## config.mk

```make
export PLATFORM = sky130hd
export DESIGN_NAME = gpe_top
export DESIGN_NICKNAME = d
export VERILOG_FILES = /design/src/gpe_pkg.sv /design/src/gpe_top.sv /design/src/gpe_flag.sv
export SDC_FILE = /design/constraint.sdc
export NUM_CORES = 1
export LEC_CHECK = 0
export ABC_CLOCK_PERIOD_IN_PS = 1200
export BUFFER_PORTS_ARGS = -buffer_cell sky130_fd_sc_hd__buf_4
export CAP_MARGIN = 40
export CORE_AREA = 2 2 80 82
export CTS_BUF_LIST = sky130_fd_sc_hd__clkbuf_16
export DETAILED_ROUTE_END_ITERATION = 10
export DIE_AREA = 0 0 82 84
export PLACE_DENSITY = 0.8
export SYNTH_ARGS = -nofsm -noshare
export SYNTH_HDL_FRONTEND = slang
export SYNTH_SLANG_ARGS = --single-unit
```

## constraint.sdc

```tcl
create_clock -name core_clk -period 1.2 [get_ports core_clk]
set_input_delay 0.18 -clock core_clk [delete_from_list [all_inputs] [get_ports core_clk]]
set_output_delay 0.18 -clock core_clk [all_outputs]
set_load 0.1 [all_outputs]
```

## src/gpe_pkg.sv

```systemverilog
// Constants for the general-purpose event logic: offsets, masks, fields.
// Assumes an I/O decoder that hands over the offset from the I/O base.
// Function
// - Management flag and enable raise SCI
// - Audio codec flag wakes when enabled
// - Second USB flag wakes when enabled
// - First USB flag wakes when enabled
// - Polarity picks thermal pin active level
// - Enabled thermal assertion raises SCI or SMI
// - Active input pin sets its status bit
// - Writing one clears status, zero keeps
// - Status cannot clear while pin active
// - Enabled input status wakes sleeping system
// - Enabled status in working state routes SMI/SCI
// - Input status bits 5, 2 absent
// - Thermal flag set by hardware, write-one clears
package gpe_pkg;
  localparam logic [7:0] GPE_OFS_G0_STATUS = 8'h28;
  localparam logic [7:0] GPE_OFS_G0_ENABLE = 8'h2A;
  localparam logic [7:0] GPE_OFS_IN_STATUS = 8'h2C;
  localparam logic [15:0] GPE_G0_ENABLE_MASK = 16'h007D;
  localparam logic [15:0] GPE_G0_STATUS_MASK = 16'h0079;
  localparam logic [15:0] GPE_IN_STATUS_MASK = 16'hFFDB;
  localparam logic [15:0] GPE_RESET_VAL = 16'h0000;
  localparam int GPE_BIT_MGMT = 6;
  localparam int GPE_BIT_AUDIO = 5;
  localparam int GPE_BIT_USB2 = 4;
  localparam int GPE_BIT_USB1 = 3;
  localparam int GPE_BIT_POL = 2;
  localparam int GPE_BIT_THERM = 0;
  localparam logic [1:0] GPE_ROUTE_SMI = 2'h1;
  localparam logic [1:0] GPE_ROUTE_SCI = 2'h2;
endpackage

```

## src/gpe_top.sv

```systemverilog
// General-purpose event logic: group0 enables and status, input events.
// Assumes synchronous pins and an I/O decoder giving offset strobes.
`timescale 1ns/1ps
module gpe_top
  import gpe_pkg::*;
#(
  parameter int N_IN = 16
) (
  input wire logic core_clk,
  input wire logic rst,
  input wire logic io_rd,
  input wire logic io_wr,
  input wire logic [7:0] io_addr,
  input wire logic [15:0] io_wdata,
  output logic [15:0] io_rdata,
  input wire logic thermal_alert_pin,
  input wire logic mgmt_event_set,
  input wire logic audio_codec_set,
  input wire logic second_usb_set,
  input wire logic first_usb_set,
  input wire logic [N_IN-1:0] gpio_pin,
  input wire logic [N_IN-1:0] gpio_is_input,
  input wire logic [N_IN-1:0] input_level_invert,
  input wire logic [N_IN-1:0] input_event_enable,
  input wire logic [2*N_IN-1:0] input_event_route,
  input wire logic sleeping,
  input wire logic sci_select,
  output logic sci,
  output logic smi,
  output logic wake
);
  logic [15:0] event_group0_enable_r;
  logic [15:0] event_group0_enable_nxt;
  logic [15:0] io_rdata_r;
  logic [15:0] io_rdata_nxt;
  logic sci_r;
  logic smi_r;
  logic wake_r;
  logic [15:0] g0_sts;
  logic [15:0] g0_set;
  logic [N_IN-1:0] input_event_status;
  logic [N_IN-1:0] in_active;
  logic [N_IN-1:0] in_route_smi;
  logic [N_IN-1:0] in_route_sci;

  wire wr_g0_en = io_wr && (io_addr == GPE_OFS_G0_ENABLE);
  wire wr_g0_sts = io_wr && (io_addr == GPE_OFS_G0_STATUS);
  wire wr_in_sts = io_wr && (io_addr == GPE_OFS_IN_STATUS);

  wire mgmt_event_irq_enable = event_group0_enable_r[GPE_BIT_MGMT];
  wire audio_codec_wake_enable = event_group0_enable_r[GPE_BIT_AUDIO];
  wire second_usb_wake_enable = event_group0_enable_r[GPE_BIT_USB2];
  wire first_usb_wake_enable = event_group0_enable_r[GPE_BIT_USB1];
  wire thermal_pin_polarity = event_group0_enable_r[GPE_BIT_POL];
  wire thermal_report_enable = event_group0_enable_r[GPE_BIT_THERM];

  wire mgmt_event_irq_flag = g0_sts[GPE_BIT_MGMT];
  wire audio_codec_wake_flag = g0_sts[GPE_BIT_AUDIO];
  wire second_usb_wake_flag = g0_sts[GPE_BIT_USB2];
  wire first_usb_wake_flag = g0_sts[GPE_BIT_USB1];
  wire thermal_event_flag = g0_sts[GPE_BIT_THERM];

  // Thermal pin counts as active at the level the polarity bit names
  wire thermal_active = (thermal_alert_pin == thermal_pin_polarity);
  wire thermal_pme = thermal_event_flag & thermal_report_enable;

  always_comb begin
    g0_set = 16'h0000;
    g0_set[GPE_BIT_MGMT] = mgmt_event_set;
    g0_set[GPE_BIT_AUDIO] = audio_codec_set;
    g0_set[GPE_BIT_USB2] = second_usb_set;
    g0_set[GPE_BIT_USB1] = first_usb_set;
    g0_set[GPE_BIT_THERM] = thermal_active;
  end

  genvar gi;
  generate
    for (gi = 0; gi < 16; gi++) begin : g_g0
      if (GPE_G0_STATUS_MASK[gi]) begin : g_impl
        gpe_flag #(.RESET_VAL(GPE_RESET_VAL[gi])) u_flag (
          .clk(core_clk),
          .rst(rst),
          .set(g0_set[gi]),
          .clr(wr_g0_sts & io_wdata[gi]),
          .flag(g0_sts[gi])
        );
      end else begin : g_none
        assign g0_sts[gi] = 1'b0;
      end
    end
    for (gi = 0; gi < N_IN; gi++) begin : g_in
      // Active when input and low, or high with inversion set
      assign in_active[gi] = gpio_is_input[gi] &
        ~(gpio_pin[gi] ^ input_level_invert[gi]);
      assign in_route_smi[gi] =
        (input_event_route[2*gi+:2] == GPE_ROUTE_SMI);
      assign in_route_sci[gi] =
        (input_event_route[2*gi+:2] == GPE_ROUTE_SCI);
      if (GPE_IN_STATUS_MASK[gi]) begin : g_impl
        gpe_flag #(.RESET_VAL(GPE_RESET_VAL[gi])) u_flag (
          .clk(core_clk),
          .rst(rst),
          .set(in_active[gi]),
          .clr(wr_in_sts & io_wdata[gi]),
          .flag(input_event_status[gi])
        );
      end else begin : g_none
        assign input_event_status[gi] = 1'b0;
      end
    end
  endgenerate

  wire [N_IN-1:0] in_pending = input_event_status & input_event_enable;
  wire in_wake = |in_pending;
  wire in_smi = |(in_pending & in_route_smi);
  wire in_sci = |(in_pending & in_route_sci);

  wire sci_nxt = (mgmt_event_irq_flag & mgmt_event_irq_enable) |
    (thermal_pme & sci_select) |
    (in_sci & ~sleeping);
  wire smi_nxt = (thermal_pme & ~sci_select) |
    (in_smi & ~sleeping);
  wire wake_nxt = sleeping & (
    (audio_codec_wake_flag & audio_codec_wake_enable) |
    (second_usb_wake_flag & second_usb_wake_enable) |
    (first_usb_wake_flag & first_usb_wake_enable) |
    in_wake);

  assign event_group0_enable_nxt = wr_g0_en ?
    (io_wdata & GPE_G0_ENABLE_MASK) : event_group0_enable_r;

  wire [15:0] in_sts_word = 16'(input_event_status) & GPE_IN_STATUS_MASK;
  assign io_rdata_nxt = !io_rd ? 16'h0000 :
    (io_addr == GPE_OFS_G0_ENABLE) ? event_group0_enable_r :
    (io_addr == GPE_OFS_G0_STATUS) ? g0_sts :
    (io_addr == GPE_OFS_IN_STATUS) ? in_sts_word : 16'h0000;

  always_ff @(posedge core_clk) begin
    if (rst) begin
      event_group0_enable_r <= GPE_RESET_VAL;
      io_rdata_r <= 16'h0000;
      sci_r <= 1'b0;
      smi_r <= 1'b0;
      wake_r <= 1'b0;
    end else begin
      event_group0_enable_r <= event_group0_enable_nxt;
      io_rdata_r <= io_rdata_nxt;
      sci_r <= sci_nxt;
      smi_r <= smi_nxt;
      wake_r <= wake_nxt;
    end
  end

  assign io_rdata = io_rdata_r;
  assign sci = sci_r;
  assign smi = smi_r;
  assign wake = wake_r;
endmodule

```

## src/gpe_flag.sv

```systemverilog
// One sticky status flag with write-one-to-clear.
// Assumes set and clear are synchronous to the clock.
`timescale 1ns/1ps
module gpe_flag
  import gpe_pkg::*;
#(
  parameter logic RESET_VAL = 1'b0
) (
  input wire logic clk,
  input wire logic rst,
  input wire logic set,
  input wire logic clr,
  output logic flag
);
  logic flag_r;
  logic flag_nxt;
  // Set wins over clear, so a still active source keeps the flag
  assign flag_nxt = set | (flag_r & ~clr);
  always_ff @(posedge clk) begin
    if (rst) begin
      flag_r <= RESET_VAL;
    end else begin
      flag_r <= flag_nxt;
    end
  end
  assign flag = flag_r;
endmodule

```

=== Word level (Yosys, flattened, before mapping) ===
Index checks and enable logic that the tools add are counted.

* Eq/ne operators: 36
* Mux-type cells: 3
* Bitwise logic cells: 141
* Reductions and logical operators: 8

{| class="wikitable"
|+ Operator list
! kind !! number
|-
| bitwise AND 1 bit || 62
|-
| bitwise AND 16 bit || 3
|-
| OR reduction 16 bit || 3
|-
| NOT 1 bit || 37
|-
| equality test 2 x 1 -> 1 bit, second input constant || 16
|-
| equality test 2 bit, second input constant || 16
|-
| OR 1 bit || 25
|-
| equality test 8 x 6 -> 1 bit, second input constant || 3
|-
| two-way mux 7 bit || 3
|-
| XOR 1 bit || 14
|-
| OR reduction 5 bit || 1
|-
| logical AND 1 bit || 3
|-
| OR reduction 2 bit || 1
|-
| equality test 1 bit || 1
|}

* Bits in registers: 44
* Input bits: 131
* Output and inout bits: 19
* Word-level logic and storage cells: 213

=== Logic depth before layout (Yosys ltp) ===
* Word-level depth: 6
* Depth in mapped cells: 6
* Mapped depth without buffers: 4

=== By module ===
A second synthesis with hierarchy kept.

* Cell total of the unflattened synthesis: 268
* Area, all modules: 2424.8 µm²

{| class="wikitable"
|+ Modules (own cells, without submodules)
! module !! instances !! cells each !! area each (µm²) !! seq. area each (µm²)
|-
| gpe_top || 1 || 192 || 1687.9 || 500.5
|-
| gpe_flag || 19 || 4 || 38.8 || 20.0
|}

=== Least setup slack after synthesis ===
OpenSTA, ideal clock, no wires.

* Kind: in2reg
* Start point: in io_addr[7]
* End point: reg g_g0[0].g_impl.u_flag.flag_r
* Setup time: 132 ps
* Arrival time: 1132 ps
* Data required time: 1068 ps
* Slack: -64 ps
* Stages: 3
* Path buffers: 0
* Path through: or4b_1 > o41ai_1 > a21oi_1

* Cells in the longest elaborated chain, start to end: 6

{| class="wikitable"
|+ Ends and longest elaborated chain
! what !! RTL line !! source
|-
| start, declared || gpe_top.sv:13 || <nowiki>input wire logic [7:0] io_addr,</nowiki>
|-
| equality test 8 x 6 -> 1 bit || gpe_top.sv:47 || <nowiki>wire wr_g0_sts = io_wr && (io_addr == GPE_OFS_G0_STATUS);</nowiki>
|-
| logical AND 1 bit || gpe_top.sv:47 ||
|-
| bitwise AND 1 bit || gpe_top.sv:84 || <nowiki>.clr(wr_g0_sts & io_wdata[gi]),</nowiki>
|-
| NOT 1 bit || gpe_flag.sv:18 || <nowiki>assign flag_nxt = set | (flag_r & ~clr);</nowiki>
|-
| bitwise AND 1 bit || gpe_flag.sv:18 ||
|-
| OR 1 bit || gpe_flag.sv:18 ||
|-
| end signal, assigned || gpe_flag.sv:23 || <nowiki>flag_r <= flag_nxt;</nowiki>
|-
| end, declared || gpe_flag.sv:15 || <nowiki>logic flag_r;</nowiki>
|}

Every way passes these cells.
A chain may end at the register's enable or synchronous reset.

=== Worst setup path in the final report ===
* Start point: reg g_in[4].g_impl.u_flag.flag_r
* End point: reg wake_r, in the netlist wake

* Cells in the longest elaborated chain, start to end: 4

{| class="wikitable"
|+ Ends and longest elaborated chain
! what !! RTL line !! source
|-
| start, declared || gpe_flag.sv:15 ||
|-
| start signal, assigned || gpe_flag.sv:23 ||
|-
| bitwise AND 16 bit || gpe_top.sv:113 || <nowiki>wire [N_IN-1:0] in_pending = input_event_status & input_event_enable;</nowiki>
|-
| OR reduction 16 bit || gpe_top.sv:114 || <nowiki>wire in_wake = |in_pending;</nowiki>
|-
| OR 1 bit || gpe_top.sv:126 || <nowiki>(first_usb_wake_flag & first_usb_wake_enable) |</nowiki>
|-
| bitwise AND 1 bit || gpe_top.sv:123 || <nowiki>wire wake_nxt = sleeping & (</nowiki>
|-
| end signal, assigned || gpe_top.sv:150 || <nowiki>wake_r <= wake_nxt;</nowiki>
|-
| end, declared || gpe_top.sv:38 || <nowiki>logic wake_r;</nowiki>
|}

Every way passes these cells.

==> summary.md <==
| Metric | Value |
|---|---|
| Shortest period the worst path allows | approximately 1.2 ns |
| Delay of the slowest critical-path stage | roughly 0.33 ns |
| Count of final setup violators | 1 |
| Max Clk Rate | a little over 800 MHz |
| Grt total ovfl | 0 |
| Initial antenna violation count | 0 |
| Dpl cells | 464 |
| WL final | ~8000 um |
| Mapped Area | roughly 2200 um^2 |
| Mapped Nets | ~360 |
| Clk slew on worst S/H paths | 0.06 ns |
| CTS Buffer Depth | 2 |
| Tot GR Track Use | between 20% and 30% |
| Inserted Diodes | 0 |
| Port Buffers | 137 |
| Critical Path Source Type | flop |
| Period utilization | 101% |
| Pleak | roughly 0.0017 uW |
| Most common cell after layout, fill and taps aside | buf_4 |
| Mapped Cells | 232 |
| GP Congestion | around 0.86 |
| Status | complete, but fails checks |
| I/O Pins | 150 |
| Layout area overhead | 67.4% |
| Worst Hold Launch | io_wdata[14] |
| Kind of critical path | reg2reg |
| Final Hold Viols | 0 |
| Drt initial violations | 145 |
| Layout cell share with drive strength beyond 1 | between 40% and 50% |
| P per Cell Area | between 900 and 1000 nW/um^2 |
| Reg-to-reg endpoint | wake |
| Vias in the first global route | between 2000 and 3000 |
| Die H | 84 um |
| Sequential area share after synthesis | about two fifths |
| Dpl hpwl | 6450 um |
| Clock Latency Late Sink | approximately 0.28 ns |
| Critical path endpoint category | flop |
| Root Buffer | clkbuf_16 |
| Initial Util | between 30% and 40% |
| Failing checks | negative setup slack |
| CTS tree | done |
| Fin nets | 526 |
| Final worst slack | -0.00607 ns |
| Yosys warns | 0 |
| WHS Endpoint | g_in[14].g_impl.u_flag.flag |
| Die Area | 6890 um^2 |
| Via Count | ~2600 |
| Dpl cell area | about 3500 um^2 |
| Crit path max-delay family | compound AO/OA/AOI/OAI gates |
| Htree depth | 2 |
| Chip Width | ~82 um |
| WP data arrival | 1.35 ns |
| DRC | 0 |
| Hold path depth | 2 |
| Slowest-stage cell, CP | dfxtp_2 |
| Non-filler instance count after layout | about 470 |
| Least-Margin Pin Slew | ~0.32 ns |
| CP startpoint | g_in[4].g_impl.u_flag.flag |
| Total of max-cap violations | 0 |
| Final ANT Viol Nets | 0 |
| RSZ-0062 raised after global routing | true |
| Setup TNS | -0.00607 ns |
| First-pass GRT wire length | between 10000 and 15000 um |
| FF+latch count, synth | 44 |
| Top fanout value on the critical path | 2 |
| Largest net degree at the start of global routing | 29 |
| Fill cells | between 500 and 600 |
| WP buf/inv | 0 |
| Count of pins over their slew limit | 0 |
| CP Data Required Time | 1.35 ns |
| Most frequent cells in the layout | buf_4, dfxtp_1, nand4b_1 |
| Routed length per instance | roughly 17 um |
| TritonRoute pass-1 iters | 4 |
| CP Cell Sequence | a22o_1 > a221oi_2 > and3_1 > a311oi_1 |
| RR Startpoint | g_in[4].g_impl.u_flag.flag |
| Vias per cell | 5.47 |
| FF-to-FF path depth | 4 |
| Post-route cell area | between 3000 and 4000 um^2 |
| Core Region | slightly above 6000 um^2 |
| Clock buffer count from CTS | 5 |
| Post-synthesis cell type count | 40 |
| # rows | 29 |
| Rel. slew slack | ~79% |
| Min-delay worst type | in2reg |
| CTS sink count | 44 |
| Register-to-register setup slack | -0.006 ns |
| Final Skew | 0.00509 ns |
| Placement Setup Slack | -0.185 ns |
| Mean post-synth cell area | around 9.5 um^2 |
| Max VDD drop | around 0.84 mV |
-- worst register-to-register path: cells and delay by family, from the launching register on --
family / cells / cell delay (ns)
DFF: 1 / 0.33
and+or+nand+nor: 1 / 0.22
AOI/OAI and AO/OA: 3 / 0.53
-- sequential cells by signal, summed over array words and instances, names as in the netlist --
register and flops:
sci 1, g_g0.g_impl.u_flag.flag 5, io_rdata 16, g_in.g_impl.u_flag.flag 14, event_group0_enable_r 6, wake 1
smi 1
-- where the power goes --
group | leakage, uW | switching (uW) | internal (uW)
Combinational | 0.00124 | 347 | 478
Sequential | 0.000361 | 61.5 | 1520
Clock | 0.0000709 | 530 | 748
Total | 0.00167 | 939 | 2750
-- per-layer routing --
layer | global-route usage, % | vias to the layer above | wire [um]
met3 | 3.79 | 11 | 516
li1 | - | 1234 | -
met4 | 3.79 | 0 | 72
met2 | 41.2 | 109 | 4070
met5 | 0 | - | 0
met1 | 28.1 | 1229 | 3220
-- metrics by stage --
stage | util (%) | total power, uW | hold slack [ns]
final | 60.7 | 3690 | 0.0824
after global routing | 60.7 | 3830 | 0.0929
after CTS | 60.4 | 3680 | 0.0839
after detailed placement | 57.6 | 2410 | 0.380
after global placement | 57.6 | 2380 | 0.373
after floorplan | - | 1920 | 0.280
-- how the worst max path moves through the flow --
| stage | slack (ns) | cells after the start | end |
|---|---|---|---|
| 6_report | -0.006 | 4 | wake |
| 5_1_grt | -0.05 | 4 | wake |
| 4_1_cts | 0.0009 | 4 | wake |
| 3_5_place_dp | -0.18 | 4 | g_g0[0].g_impl.u_flag.flag |
| 3_3_place_gp | -0.17 | 4 | g_g0[0].g_impl.u_flag.flag |
| 2_1_floorplan | -0.04 | 5 | g_in[0].g_impl.u_flag.flag |
-- kinds of logic after synthesis --
| kind of cell | count (synthesis) | share of synthesized area (%) |
|---|---|---|
| AOI/OAI and AO/OA | 50 | 16.6 |
| xor gates and xnor gates | 15 | 5.95 |
| buffers and inverters | 8 | 2.04 |
| DFF | 44 | 39.9 |
| muxes | 7 | 3.23 |
| and+or+nand+nor | 108 | 32.3 |
-- synth_stat cells, drive strengths merged --
cell / n / area [um^2]
a211oi: 6 / 45.0
a21oi: 17 / 85.1
a221oi: 3 / 26.3
a222oi: 1 / 10.0
a22o: 3 / 26.3
a22oi: 1 / 7.51
a2bb2oi: 2 / 17.5
a311oi: 15 / 131
a32oi: 1 / 8.76
and2: 10 / 62.6
and3: 2 / 12.5
and4: 2 / 17.5
and4bb: 1 / 12.5
buf: 4 / 30.0
clkbuf: 2 / 7.51
dfxtp: 44 / 881
inv: 2 / 7.51
mux2: 1 / 11.3
mux2i: 6 / 60.1
nand2: 15 / 56.3
nand2b: 2 / 12.5
nand3: 4 / 37.5
nand3b: 1 / 7.51
nand4: 6 / 37.5
nand4b: 28 / 245
nor2: 21 / 78.8
nor2b: 3 / 18.8
nor3: 4 / 20.0
nor3b: 5 / 48.8
nor4: 2 / 12.5
nor4b: 1 / 23.8
o41ai: 1 / 8.76
or4b: 1 / 10.0
xnor2: 14 / 123
xor2: 1 / 8.76
-- repair_timing --
| item | 4_1_cts | 5_1_grt |
|---|---|---|
| buffers inserted | 0 | 1 |
| pin swaps | 2 | 14 |
| setup endpoints to repair | 2 | 3 |
| resized for setup | 6 | 5 |
| hold buffers | 0 | 0 |
-- area by class of cell --
class,instances,area [um^2],share of cell area [%]
Clock buffer,5,125,3.38
Clock inverter,2,8.76,0.237
Inverter,2,7.51,0.203
Multi-Input combinational cell,180,1330,35.9
Sequential cell,44,886,23.9
Tap cell,77,96.3,2.60
Timing Repair Buffer,162,1250,33.8
Power figures use the tool's default switching activity.
